**config.mk**
```make
export PLATFORM = sky130hd
export DESIGN_NAME = spg_core
export DESIGN_NICKNAME = d
export VERILOG_FILES = /design/src/include/spg_pkg.sv /design/src/logic/spg_core.sv
export SDC_FILE = /design/constraint.sdc
export NUM_CORES = 1
export LEC_CHECK = 0
export BUFFER_PORTS_ARGS = -buffer_cell sky130_fd_sc_hd__buf_2
export CAP_MARGIN = 20
export CORE_ASPECT_RATIO = 0.7
export CORE_UTILIZATION = 39
export DETAILED_ROUTE_END_ITERATION = 10
export GPL_ROUTABILITY_DRIVEN = 0
export PLACE_DENSITY = 0.59
export SLEW_MARGIN = 20
export SYNTH_ARGS = -nofsm -noshare
export SYNTH_HDL_FRONTEND = slang
export SYNTH_SLANG_ARGS = --single-unit
```
**constraint.sdc**
```tcl
create_clock -name clk_sys -period 3.63 [get_ports clk_sys]
set_input_delay 0.363 -clock clk_sys [delete_from_list [all_inputs] [get_ports clk_sys]]
set_output_delay 0.363 -clock clk_sys [all_outputs]
set_load 0.01 [all_outputs]
```
**src/include/spg_pkg.sv**
```systemverilog
// What this block does
// Manual keys or typed commands start, stop spindle.
// Stop key while stopped toggles jog state.
// Jog key runs spindle timed, stop ends early.
// Jog state ignores typed spindle commands.
// Clamped chuck with interlock refuses start, alarms.
// Interlocked chuck operation refused during clockwise rotation.
// Interlocked tailstock operation refused while rotating.
// Style bit selects level or pulse outputs.
// Pulse outputs last the pulse hold time.
// Brake asserts after brake delay following stop.
// Brake holds for brake duration, then releases.
// Without variable drive, S word selects gear.
// Line mode accepts gears 0-4, gear 0 clears.
// Coded mode accepts 0-15, binary, line one LSB.
// Only configured line count is driven.
// Coded mode with few lines drives low bits.
// Reset selects gear 0, all lines off.
// Line mode latches one line, clears others.
// Gear 0 deasserts all gear lines.
// Switch interval between release and new gear.
// Gear key advances gear cyclically with wrap.
// Variable drive takes gears from gear commands.
// Each gear command maps to one line.
// Level outputs held, released before direction change.
// Sticky alarm flag with cause for refusals.
package spg_pkg;
  localparam int CLK_PERIOD_NS = 20;
  localparam int TICK_NS = 1000000;
  localparam int TICK_CYC = TICK_NS / CLK_PERIOD_NS;

  localparam logic [5:0] OFS_CTRL = 6'h00;
  localparam logic [5:0] OFS_CMD = 6'h04;
  localparam logic [5:0] OFS_SET0 = 6'h08;
  localparam logic [5:0] OFS_STATUS = 6'h20;
  localparam logic [5:0] OFS_ALARM = 6'h24;
  localparam logic [5:0] OFS_SPEED = 6'h28;

  localparam int CTL_STYLE = 0;
  localparam int CTL_CHUCK = 1;
  localparam int CTL_TAIL = 2;
  localparam int CTL_VDRV = 3;
  localparam int CTL_CODE = 4;
  localparam int CTL_LINES = 5;
  localparam logic [7:0] CTRL_RST = 8'h80;

  localparam int SET_JOG_SPD = 0;
  localparam int SET_JOG_TIME = 1;
  localparam int SET_PULSE = 2;
  localparam int SET_BRK_DLY = 3;
  localparam int SET_BRK_DUR = 4;
  localparam int SET_GEAR_GAP = 5;
  localparam logic [15:0] SET_RST [6] = '{16'h0000, 16'h03e8, 16'h0064,
                                          16'h0064, 16'h01f4, 16'h0064};

  localparam int T_PULSE = 0;
  localparam int T_BRAKE = 1;
  localparam int T_JOG = 2;
  localparam int T_GEAR = 3;

  localparam logic [1:0] ALM_START = 2'h1;
  localparam logic [1:0] ALM_CHUCK = 2'h2;
  localparam logic [1:0] ALM_TAIL = 2'h3;

  typedef enum logic [3:0] {
    OP_NONE = 4'h0, OP_CW = 4'h1, OP_CCW = 4'h2, OP_STOP = 4'h3,
    OP_SWORD = 4'h4, OP_GEAR = 4'h5, OP_CHUCK = 4'h6, OP_TAIL = 4'h7
  } spg_op_e;

  typedef enum logic [1:0] {
    DIR_NONE = 2'h0, DIR_CW = 2'h1, DIR_CCW = 2'h2
  } spg_dir_e;

  typedef enum logic [1:0] {
    SP_IDLE = 2'b00, SP_RUN = 2'b01, SP_GAP = 2'b11
  } spg_sp_e;

  typedef enum logic [1:0] {
    BRK_NONE = 2'b00, BRK_DLY = 2'b01, BRK_ON = 2'b11
  } spg_brk_e;

  typedef enum logic {
    GR_IDLE = 1'b0, GR_GAP = 1'b1
  } spg_gr_e;
endpackage

```
**src/logic/spg_core.sv**
```systemverilog
// Chosen here: the Avalon-MM interface to the registers and the register addresses.
`timescale 1ns/1ps
`default_nettype none
module spg_core #(
  parameter int TICK_CYCLES = spg_pkg::TICK_CYC
) (
  input wire logic clk_sys,
  input wire logic srst,
  input wire logic [5:0] avs_address,
  input wire logic avs_read,
  input wire logic avs_write,
  input wire logic [31:0] avs_writedata,
  input wire logic [3:0] avs_byteenable,
  output logic [31:0] avs_readdata,
  output logic avs_waitrequest,
  input wire logic key_cw_pin,
  input wire logic key_ccw_pin,
  input wire logic key_stop_pin,
  input wire logic key_gear_pin,
  input wire logic chuck_clamped_pin,
  output logic spin_cw,
  output logic spin_ccw,
  output logic spin_stop,
  output logic brake_output,
  output logic spin_led,
  output logic jog_flag,
  output logic [15:0] jog_speed,
  output logic [3:0] gear_lines,
  output logic [3:0] gear_line_en,
  output logic chuck_go,
  output logic tail_go,
  output logic alarm,
  output logic [1:0] alarm_cause,
  output logic [15:0] speed_word
);
  // ----------------------------------------
  // Pin synchronisers and key edges.
  // ----------------------------------------
  logic [4:0] sy1_q, sy2_q, sy3_q;
  wire [4:0] pins = {chuck_clamped_pin, key_gear_pin, key_stop_pin,
                     key_ccw_pin, key_cw_pin};
  wire [3:0] kedge = sy2_q[3:0] & ~sy3_q[3:0];
  wire clamped = sy2_q[4];
  always_ff @(posedge clk_sys) begin
    if (srst) begin
      sy1_q <= 5'h00;
      sy2_q <= 5'h00;
      sy3_q <= 5'h00;
    end else begin
      sy1_q <= pins;
      sy2_q <= sy1_q;
      sy3_q <= sy2_q;
    end
  end

  // ----------------------------------------
  // Millisecond tick.
  // ----------------------------------------
  logic [15:0] tick_cnt_q;
  logic tick_q;
  wire tick_wrap = tick_cnt_q == 16'(TICK_CYCLES - 1);
  always_ff @(posedge clk_sys) begin
    if (srst) begin
      tick_cnt_q <= 16'h0000;
      tick_q <= 1'b0;
    end else begin
      tick_cnt_q <= tick_wrap ? 16'h0000 : tick_cnt_q + 16'h0001;
      tick_q <= tick_wrap;
    end
  end

  // ----------------------------------------
  // Avalon slave and registers.
  // ----------------------------------------
  logic [7:0] ctrl_q;
  logic [15:0] set_q [6];
  logic [3:0] tmr_exp;
  wire [31:0] be_m = {{8{avs_byteenable[3]}}, {8{avs_byteenable[2]}},
                      {8{avs_byteenable[1]}}, {8{avs_byteenable[0]}}};
  wire [31:0] wdm = avs_writedata & be_m;
  wire bus_req = avs_read | avs_write;
  wire wr_en = avs_write & ~avs_waitrequest;
  wire [3:0] widx = avs_address[5:2];
  wire sel_ctrl = avs_address == spg_pkg::OFS_CTRL;
  wire sel_cmd = avs_address == spg_pkg::OFS_CMD;
  wire sel_set = widx >= spg_pkg::OFS_SET0[5:2] && widx <= 4'h7;
  wire sel_stat = avs_address == spg_pkg::OFS_STATUS;
  wire sel_alm = avs_address == spg_pkg::OFS_ALARM;
  wire sel_spd = avs_address == spg_pkg::OFS_SPEED;
  wire [2:0] set_idx = 3'(widx - spg_pkg::OFS_SET0[5:2]);
  wire [3:0] cmd_op = (wr_en & sel_cmd & avs_byteenable[0]) ?
                      avs_writedata[3:0] : spg_pkg::OP_NONE;
  wire [15:0] cmd_val = avs_writedata[23:8];
  wire style = ctrl_q[spg_pkg::CTL_STYLE];
  wire code = ctrl_q[spg_pkg::CTL_CODE];
  wire vdrv = ctrl_q[spg_pkg::CTL_VDRV];
  wire [2:0] lines = ctrl_q[7:5];
  logic [31:0] rd_mux;
  logic [31:0] status_w;
  always_ff @(posedge clk_sys) begin
    if (srst) begin
      avs_waitrequest <= 1'b1;
      avs_readdata <= 32'h0000_0000;
    end else begin
      avs_waitrequest <= ~(bus_req & avs_waitrequest);
      if (bus_req & avs_waitrequest) begin
        avs_readdata <= rd_mux;
      end
    end
  end
  always_comb begin
    rd_mux = 32'h0000_0000;
    if (sel_ctrl) begin
      rd_mux = {24'h00_0000, ctrl_q};
    end else if (sel_set) begin
      rd_mux = {16'h0000, set_q[set_idx]};
    end else if (sel_stat) begin
      rd_mux = status_w;
    end else if (sel_alm) begin
      rd_mux = {29'h0000_0000, alarm_cause, alarm};
    end else if (sel_spd) begin
      rd_mux = {16'h0000, speed_word};
    end
  end
  always_ff @(posedge clk_sys) begin
    if (srst) begin
      ctrl_q <= spg_pkg::CTRL_RST;
      for (int i = 0; i < 6; i++) begin
        set_q[i] <= spg_pkg::SET_RST[i];
      end
    end else if (wr_en) begin
      if (sel_ctrl) begin
        ctrl_q <= (ctrl_q & ~be_m[7:0]) | wdm[7:0];
      end
      if (sel_set) begin
        set_q[set_idx] <= (set_q[set_idx] & ~be_m[15:0]) | wdm[15:0];
      end
    end
  end

  // ----------------------------------------
  // Millisecond timers.
  // ----------------------------------------
  logic [3:0] tmr_go, tmr_kill;
  logic [15:0] tmr_ld [4];
  for (genvar i = 0; i < 4; i++) begin : g_tmr
    logic [15:0] cnt_q;
    logic run_q;
    always_ff @(posedge clk_sys) begin
      if (srst || tmr_kill[i]) begin
        cnt_q <= 16'h0000;
        run_q <= 1'b0;
        tmr_exp[i] <= 1'b0;
      end else begin
        tmr_exp[i] <= 1'b0;
        if (tmr_go[i]) begin
          cnt_q <= tmr_ld[i];
          run_q <= 1'b1;
        end else if (run_q && tick_q) begin
          if (cnt_q <= 16'h0001) begin
            run_q <= 1'b0;
            tmr_exp[i] <= 1'b1;
          end else begin
            cnt_q <= cnt_q - 16'h0001;
          end
        end
      end
    end
  end

  // ----------------------------------------
  // Spindle command decode and interlocks.
  // ----------------------------------------
  spg_pkg::spg_dir_e dir_q, pend_q;
  spg_pkg::spg_sp_e sp_q;
  spg_pkg::spg_brk_e brk_q;
  logic jog_q, jog_run_q;
  logic [2:0] pls_q;
  wire stopped = dir_q == spg_pkg::DIR_NONE && sp_q == spg_pkg::SP_IDLE;
  wire t_cw = cmd_op == spg_pkg::OP_CW && !jog_q;
  wire t_ccw = cmd_op == spg_pkg::OP_CCW && !jog_q;
  wire t_stop = cmd_op == spg_pkg::OP_STOP && !jog_q;
  wire jog_toggle = kedge[2] & stopped;
  wire start_cw = t_cw | (kedge[0] & (!jog_q | stopped));
  wire start_ccw = t_ccw | (kedge[1] & (!jog_q | stopped));
  wire blk = !ctrl_q[spg_pkg::CTL_CHUCK] && clamped;
  wire alm_start = (start_cw | start_ccw) & blk;
  wire do_stop = t_stop | (kedge[2] & !stopped) | tmr_exp[spg_pkg::T_JOG];
  wire go_cw = start_cw & !blk & !do_stop;
  wire go_ccw = start_ccw & !blk & !do_stop & !go_cw;
  wire go_any = (go_cw && dir_q != spg_pkg::DIR_CW) ||
                (go_ccw && dir_q != spg_pkg::DIR_CCW);
  wire stop_eff = do_stop && !stopped;
  wire chuck_req = cmd_op == spg_pkg::OP_CHUCK;
  wire tail_req = cmd_op == spg_pkg::OP_TAIL;
  wire chuck_ref = chuck_req && !ctrl_q[spg_pkg::CTL_CHUCK] &&
                   dir_q == spg_pkg::DIR_CW;
  wire tail_ref = tail_req && !ctrl_q[spg_pkg::CTL_TAIL] && !stopped;
  wire alm_set = alm_start | chuck_ref | tail_ref;
  wire alm_clr = wr_en & sel_alm & avs_byteenable[0] & avs_writedata[0];
  wire [1:0] alm_c = alm_start ? spg_pkg::ALM_START :
                     chuck_ref ? spg_pkg::ALM_CHUCK : spg_pkg::ALM_TAIL;

  // ----------------------------------------
  // Timer requests.
  // ----------------------------------------
  assign tmr_go[spg_pkg::T_PULSE] = style & (go_any | stop_eff);
  assign tmr_ld[spg_pkg::T_PULSE] = set_q[spg_pkg::SET_PULSE];
  assign tmr_kill[spg_pkg::T_PULSE] = 1'b0;
  assign tmr_go[spg_pkg::T_BRAKE] = stop_eff | (brk_q == spg_pkg::BRK_DLY &&
                                    tmr_exp[spg_pkg::T_BRAKE]);
  assign tmr_ld[spg_pkg::T_BRAKE] = stop_eff ? set_q[spg_pkg::SET_BRK_DLY] :
                                    set_q[spg_pkg::SET_BRK_DUR];
  assign tmr_kill[spg_pkg::T_BRAKE] = go_any;
  assign tmr_go[spg_pkg::T_JOG] = go_any & jog_q;
  assign tmr_ld[spg_pkg::T_JOG] = set_q[spg_pkg::SET_JOG_TIME];
  assign tmr_kill[spg_pkg::T_JOG] = stop_eff;

  // ----------------------------------------
  // Spindle direction, pulses, brake and alarm.
  // ----------------------------------------
  always_ff @(posedge clk_sys) begin
    if (srst) begin
      dir_q <= spg_pkg::DIR_NONE;
      pend_q <= spg_pkg::DIR_NONE;
      sp_q <= spg_pkg::SP_IDLE;
      brk_q <= spg_pkg::BRK_NONE;
      jog_q <= 1'b0;
      jog_run_q <= 1'b0;
      pls_q <= 3'h0;
      alarm <= 1'b0;
      alarm_cause <= 2'h0;
    end else begin
      if (jog_toggle) begin
        jog_q <= !jog_q;
      end
      if (stop_eff) begin
        dir_q <= spg_pkg::DIR_NONE;
        sp_q <= spg_pkg::SP_IDLE;
        jog_run_q <= 1'b0;
        brk_q <= spg_pkg::BRK_DLY;
      end else if (go_any) begin
        brk_q <= spg_pkg::BRK_NONE;
        jog_run_q <= jog_q;
        if (!style && dir_q != spg_pkg::DIR_NONE) begin
          dir_q <= spg_pkg::DIR_NONE;
          pend_q <= go_cw ? spg_pkg::DIR_CW : spg_pkg::DIR_CCW;
          sp_q <= spg_pkg::SP_GAP;
        end else begin
          dir_q <= go_cw ? spg_pkg::DIR_CW : spg_pkg::DIR_CCW;
          sp_q <= spg_pkg::SP_RUN;
        end
      end else if (sp_q == spg_pkg::SP_GAP) begin
        dir_q <= pend_q;
        sp_q <= spg_pkg::SP_RUN;
      end else if (tmr_exp[spg_pkg::T_BRAKE]) begin
        brk_q <= (brk_q == spg_pkg::BRK_DLY) ? spg_pkg::BRK_ON :
                 spg_pkg::BRK_NONE;
      end
      if (style && (go_any || stop_eff)) begin
        pls_q <= {stop_eff, go_ccw & !stop_eff, go_cw & !stop_eff};
      end else if (tmr_exp[spg_pkg::T_PULSE]) begin
        pls_q <= 3'h0;
      end
      if (alm_set) begin
        alarm <= 1'b1;
        alarm_cause <= alm_c;
      end else if (alm_clr) begin
        alarm <= 1'b0;
      end
    end
  end

  // ----------------------------------------
  // Gear selection.
  // ----------------------------------------
  logic [3:0] cur_q, gq_q, gpend_q;
  spg_pkg::spg_gr_e gst_q;
  wire coded = code & !vdrv;
  wire s_ok = coded ? cmd_val <= 16'h000f : cmd_val <= 16'h0004;
  wire s_req = cmd_op == spg_pkg::OP_SWORD && !vdrv && s_ok;
  wire m_req = cmd_op == spg_pkg::OP_GEAR && vdrv &&
               cmd_val >= 16'h0001 && cmd_val <= 16'h0004;
  wire [3:0] key_next = coded ? cur_q + 4'h1 :
                        (cur_q >= 4'h4) ? 4'h1 : cur_q + 4'h1;
  wire g_cmd = s_req | m_req;
  wire g_req = g_cmd | kedge[3];
  wire [3:0] g_new = g_cmd ? cmd_val[3:0] : key_next;
  wire [3:0] g_pat = coded ? g_new :
                     (g_new == 4'h0) ? 4'h0 :
                     4'(4'h1 << (g_new - 4'h1));
  wire [4:0] lmask5 = 5'(5'h01 << lines) - 5'h01;
  wire [3:0] lmask = (lines >= 3'h4) ? 4'hf : lmask5[3:0];
  wire g_chg = g_req && g_new != cur_q;
  assign tmr_go[spg_pkg::T_GEAR] = g_chg && g_pat != 4'h0 && gq_q != 4'h0;
  assign tmr_ld[spg_pkg::T_GEAR] = set_q[spg_pkg::SET_GEAR_GAP];
  assign tmr_kill[spg_pkg::T_GEAR] = g_chg && !tmr_go[spg_pkg::T_GEAR];
  always_ff @(posedge clk_sys) begin
    if (srst) begin
      cur_q <= 4'h0;
      gq_q <= 4'h0;
      gpend_q <= 4'h0;
      gst_q <= spg_pkg::GR_IDLE;
    end else if (g_chg) begin
      cur_q <= g_new;
      gpend_q <= g_pat;
      if (tmr_go[spg_pkg::T_GEAR]) begin
        gq_q <= 4'h0;
        gst_q <= spg_pkg::GR_GAP;
      end else begin
        gq_q <= g_pat;
        gst_q <= spg_pkg::GR_IDLE;
      end
    end else if (gst_q == spg_pkg::GR_GAP && tmr_exp[spg_pkg::T_GEAR]) begin
      gq_q <= gpend_q;
      gst_q <= spg_pkg::GR_IDLE;
    end
  end

  // ----------------------------------------
  // Registered outputs.
  // ----------------------------------------
  assign status_w = {19'h0_0000, gst_q == spg_pkg::GR_GAP, gq_q, cur_q,
                     brake_output, jog_q, dir_q};
  always_ff @(posedge clk_sys) begin
    if (srst) begin
      spin_cw <= 1'b0;
      spin_ccw <= 1'b0;
      spin_stop <= 1'b0;
      brake_output <= 1'b0;
      spin_led <= 1'b0;
      jog_flag <= 1'b0;
      jog_speed <= 16'h0000;
      gear_lines <= 4'h0;
      gear_line_en <= 4'h0;
      chuck_go <= 1'b0;
      tail_go <= 1'b0;
      speed_word <= 16'h0000;
    end else begin
      spin_cw <= style ? pls_q[0] : dir_q == spg_pkg::DIR_CW;
      spin_ccw <= style ? pls_q[1] : dir_q == spg_pkg::DIR_CCW;
      spin_stop <= style & pls_q[2];
      brake_output <= brk_q == spg_pkg::BRK_ON;
      spin_led <= dir_q != spg_pkg::DIR_NONE;
      jog_flag <= jog_q;
      jog_speed <= jog_run_q ? set_q[spg_pkg::SET_JOG_SPD] : 16'h0000;
      gear_lines <= gq_q & lmask;
      gear_line_en <= lmask;
      chuck_go <= chuck_req & !chuck_ref;
      tail_go <= tail_req & !tail_ref;
      if (cmd_op == spg_pkg::OP_SWORD && vdrv) begin
        speed_word <= cmd_val;
      end
    end
  end
endmodule
`default_nettype wire

```
# Word level (Yosys, flattened, before mapping)
# Memories as Yosys holds them, arrays and structs flattened. A register that Yosys moved wholly into a read port is not among the register bits.
# Cells that the tools add are included.
# word_totals
out_inout_bits	84
elab_cells	317
regBits	205
memories	1
mem_bits_rw	96
# mem_list
name	depth	word_bits	rd	rd_ports_with_merged_regs	wr	line	source
set_q	6	16	7	1	6	spg_core.sv:76	logic [15:0] set_q [6];
# classes
n_addsub	9
bitwise	57
mux	77
n_eq_ne	25
shifts	2
n_lt_le_gt_ge	11
reduce_logical	90
# ops
cell	n
$mux W16	19
$le A16 B1 Y1 const B	4
$sub A16 B1 Y16 const B	4
$mux W4	10
$mux W1	36
$and A16 B16 Y16	2
$logic_and A1 B1 Y1	31
$reduce_bool A2 Y1	13
$and A1 B1 Y1	25
$reduce_and A2 Y1	11
$eq A6 B6 Y1 const B	3
$mux W2	9
$add A16 B1 Y16 const B	1
$eq A16 B16 Y1 const B	1
$eq A4 B3 Y1 const B	4
$ge A16 B1 Y1 const B	1
$le A16 B3 Y1 const B	1
$le A16 B4 Y1 const B	1
$not A16 Y16	1
$or A16 B16 Y16	1
$reduce_or A16 Y1	1
$reduce_or A3 Y1	5
$logic_not A1 Y1	13
$or A1 B1 Y1	13
33 further kinds	61

# Depth between registers and ports, before layout
# logic_depth
depth_word	22
depth_mapped	16

# Worst setup path before layout
# OpenSTA, ideal clock, no wires.
# synth_path
path_type	in2reg
from	input avs_writedata[9]
to	register g_tmr[3].cnt_q[10]
required_ps	3571
arrival_ps	3613
path_stages	15
path_slack_ps	-42
path_cell_list	buf_2 -> o21a_1 -> or4_4 -> a211oi_4 -> buf_2 -> nor2_1 -> a21oi_1 -> ha_1 -> a21oi_1 -> nor4bb_1 -> nor3_1 -> o211a_1 -> a211oi_4 -> buf_6 -> a22o_1
# synth_between
elab_chain_cells	15
word_cells_on_any_way	27
cone_classes	add/sub (1); order compare (3); eq/ne (2); shift (1); mux (5); bitwise (2); reduce/logical (13)
# synth_lines
item	line	source
start, declared	spg_core.sv:12	input wire logic [31:0] avs_writedata,
parallel branches: the longest is 15 deep, another holds $le A16 B3 Y1	--	
end signal, assigned	spg_core.sv:157	cnt_q <= tmr_ld[i];
end signal, assigned	spg_core.sv:164	cnt_q <= cnt_q - 16'h0001;
end, declared	spg_core.sv:147	logic [15:0] cnt_q;
# Parallel ways; which one is timed is not known.
# A chain may end at the register's enable or synchronous reset.

# Final worst setup path
# layout_path
from	register avs_waitrequest
to	register g_tmr[3].cnt_q[14]
# layout_between
elab_chain_cells	21
word_cells_on_any_way	32
cone_classes	add/sub (1); eq/ne (4); shift (1); mux (5); bitwise (6); reduce/logical (15)
# layout_lines
item	line	source
start, declared	spg_core.sv:15	output logic avs_waitrequest,
start signal, assigned	spg_core.sv:105	avs_waitrequest <= ~(bus_req & avs_waitrequest);
$not A1 Y1 (*)	spg_core.sv:82	wire wr_en = avs_write & ~avs_waitrequest;
$and A1 B1 Y1 (*)	spg_core.sv:82	
$and A1 B1 Y1 (*) (2 in series)	spg_core.sv:91	wire [3:0] cmd_op = (wr_en & sel_cmd & avs_byteenable[0]) ?
$mux W4 (*)	spg_core.sv:91	
$eq A4 B3 Y1	spg_core.sv:282	wire m_req = cmd_op == spg_pkg::OP_GEAR && vdrv &&
$logic_and A1 B1 Y1 (2 in series)	spg_core.sv:282	
$logic_and A1 B1 Y1	spg_core.sv:283	cmd_val >= 16'h0001 && cmd_val <= 16'h0004;
$or A1 B1 Y1 (*)	spg_core.sv:286	wire g_cmd = s_req | m_req;
parallel branches: the longest is 11 deep, another holds $sub A4 B1 Y4	--	
# Mark *: on every way between the ends.

==> metrics.yaml <==
synth_ff_type: "dfxtp_1"
regToRegSetupSlack_ps: 170
grt_max_degree: 63
ios: 135
dr.pass1.iters: 5
cts_tree: "done"
grt_overflow: 0
initial_core_util: 0.3981
fin_nets: 1816
synth_area_leader_cell: "dfxtp_1"
hold_class: "primary input to flop"
die_x_um: 239.2
p_clk_frac: 0.421
design.core.area_um2: 38590
ys_seq_area_frac: 0.5174
rsz0062_at_grt: "no"
slew_headroom: 0.2438
ant_nets: 0
drcViolationCount: 0
critical_path_arrival_ps: 3880
synth_area_leaders: "dfxtp_1 27%, edfxtp_1 25%, nor2_1 6.3%"
leakagePower_uw: 0.007156
place_inst: 2243
place_hpwl_um: 33680
grt_util_all_layers: 0.2220
rows: 60
finalSetupViolations: 0
wire_per_inst_um: 19.55
synth_top_area_share: 0.2672
cp_max_fo: 18
r2r_start: "avs_waitrequest"
grt_pass1_wl_um: 68080
outcome: "finished, final reports clean"
clock_latency_ps: 530
fp.dieH_um: 168.0
syn_avg_cell_area_um2: 9.697
antenna_found_initial: 2
fmax_mhz: 288.9
r2r.worst_path.cells: 17
grt_pass1_vias: 11317
cts_made_buffers: 35
dpl-instance-area_um2: 16960
power_frac_comb: 0.095
p_switching_uw: 2072
clk_pin_slew_ps: 60
vdd_ir_drop_max_mv: 0.2399
fin_crit_ps: 3461
drive_gt1_frac: 0.1567
synth_common_cells: "258 x nor2_1, 205 x dfxtp_1, 138 x nand2_1, 128 x edfxtp_1, 83 x a21oi_1"
hold_end: "sy1_q[2]"
antenna_cells: 0
yosys.cell_types.count: 69
cp_data_required_time_ps: 4050
syn_area_um2: 15360
ctsResizeCount: 0
cts_root_buf: "clkbuf_16"
finalInstanceArea_um2: 18060
clock-sinks: 333
worstHoldStart: "key_stop_pin"
vias: 12347
drtIter0Drc: 1171
critPathKind: "flop to flop"
wl_um: 45100
cellPowerDensity_nw_per_um2: 461.5
seqPwrFrac: 0.484
vias_per_cell: 5.352
fill_cells: 3659
die_area_um2: 40190
p_int_uw: 6264
post-cts-setup-buffers: 0
worstSetupStartpointType: "flop"
post-route-period-util: 0.9535
clockBufferDepth: 3
synthArstFlopShare: 0
timing.rr.end: "g_tmr[3].cnt_q[14]"
yosysWarningCount: 0
synth_edf_count: 128
switching_share: 0.2486
endpoint_kind: "flop"
instances_no_fill: 2307
ys_ff_latch: 333
drv_slew: 0
clock_skew_ps: 13.82
drv_cap: 0
hold_violations: 0
syn_inst: 1584
io_buffers: 108
min_path_cells: 2
cts.htree.levels: 2
holdBufCountCts: 0
syn2layout_area_growth_pct: 17.60
tightest_slew_ps: 1130
synth_most_common_cell: "nor2_1"
[power by group through the flow]
stage	Clock (uW)	Combinational [uW]	Sequential [uW]
final	3510	792	4030
after global routing	3730	856	4040
after floorplan	0	497	4100
after detailed placement	0	776	4120
after global placement	0	769	4110
after CTS	3560	781	4030
[flip-flops by register name, summed over array words and instances, names as in the netlist, 3 cells and up, named ones only]
register / count
gear_line_en: 4
gpend_q: 4
gear_lines: 4
set_q: 128
sy3_q: 4
cur_q: 4
tick_cnt_q: 16
sy1_q: 5
gq_q: 4
sy2_q: 5
tmr_exp: 4
avs_readdata: 16
jog_speed: 16
pls_q: 3
g_tmr.cnt_q: 64
g_tmr.run_q: 4
speed_word: 16
[stage by stage]
stage | hold slack, ps | total power (uW) | TNS [ps] | setup slack (ps) | util
global route | 34.70 | 8627 | 0 | 30.11 | 0.4681
CTS | 28.45 | 8377 | 0 | 230.3 | 0.4681
finish | 42.87 | 8336 | 0 | 168.8 | 0.4681
global placement | 429.0 | 4882 | -309.2 | -27.65 | 0.4395
detailed placement | 439.0 | 4891 | -727.9 | -59.28 | 0.4395
floorplan | 409.9 | 4592 | 0 | 16.09 | -
[routing by layer]
layer,global-route usage,up-vias,part of all wire
met5,0,-,0.0012
met1,0.3464,5913,0.49
met3,0.04017,71,0.081
li1,-,5903,-
met2,0.3103,458,0.41
met4,0.05658,2,0.021
[kinds of logic after synthesis]
group / after synthesis / synth area share
AO/OA/AOI/OAI: 288 / 0.1260
XOR/XNOR: 73 / 0.04163
adder cells (fa/ha/maj): 12 / 0.009775
buffers and inverters: 142 / 0.03992
flip-flops: 333 / 0.5174
multiplexers: 95 / 0.07054
other: 1 / 0.0002441
AND/OR/NAND/NOR: 640 / 0.1944
[placed cells by master, fill, tap and decap left out, types with 6 or more instances in the layout]
master,instances
a211oi_1,66
a21oi_1,82
a221oi_1,9
a22o_1,13
a31oi_1,7
and2_1,27
and3_1,7
buf_2,106
buf_4,84
clkbuf_1,10
clkbuf_16,35
clkbuf_8,7
conb_1,48
dfxtp_1,205
edfxtp_1,128
ha_1,11
inv_1,34
mux2i_1,82
mux4_2,10
nand2_1,138
nand2b_1,21
nand3_1,24
nand3b_1,6
nand4_1,8
nor2_1,257
nor2b_1,33
nor3_1,43
nor4_1,26
o211ai_1,6
o21ai_0,41
o22ai_1,8
or2_2,9
or3_1,14
or4_1,11
xnor2_1,36
xor2_1,37
[worst max-delay path, cell delays in order, from the launching register on]
cell and delay (ps):
dfxtp_1 370, nor3b_1 200, buf_4 170, nand4_1 130
buf_4 200, a211oi_4 260, buf_4 220, nor2_1 60
a21oi_2 160, ha_2 250, nor2_1 70, mux2i_1 140
nor3_1 70, nor3_1 300, o211a_1 260, a211oi_4 90
buf_12 190, a22o_1 220
[how the worst max path moves through the flow]
stage | endpoint | depth (start not counted) | startpoint
2_1_floorplan | g_tmr[3].cnt_q[10] | 15 | avs_writedata[9]
3_3_place_gp | g_tmr[3].cnt_q[14] | 18 | avs_writedata[1]
3_5_place_dp | g_tmr[3].cnt_q[14] | 18 | avs_writedata[1]
4_1_cts | g_tmr[3].cnt_q[14] | 17 | avs_waitrequest
5_1_grt | g_tmr[3].cnt_q[10] | 17 | avs_waitrequest
6_report | g_tmr[3].cnt_q[14] | 17 | avs_waitrequest
[cell type report]
type | count | area (um^2) | area share
flip-flops and latches | 333 | 7948 | 0.4400
clock inverters | 12 | 92.59 | 0.005126
repair buffers | 193 | 1221 | 0.06761
clock buffers | 52 | 1010 | 0.05590
multi-input cells | 1156 | 7004 | 0.3878
inverters | 34 | 127.6 | 0.007066
well taps | 527 | 659.4 | 0.03651
Note: power is estimated with default switching activity, not from simulation.
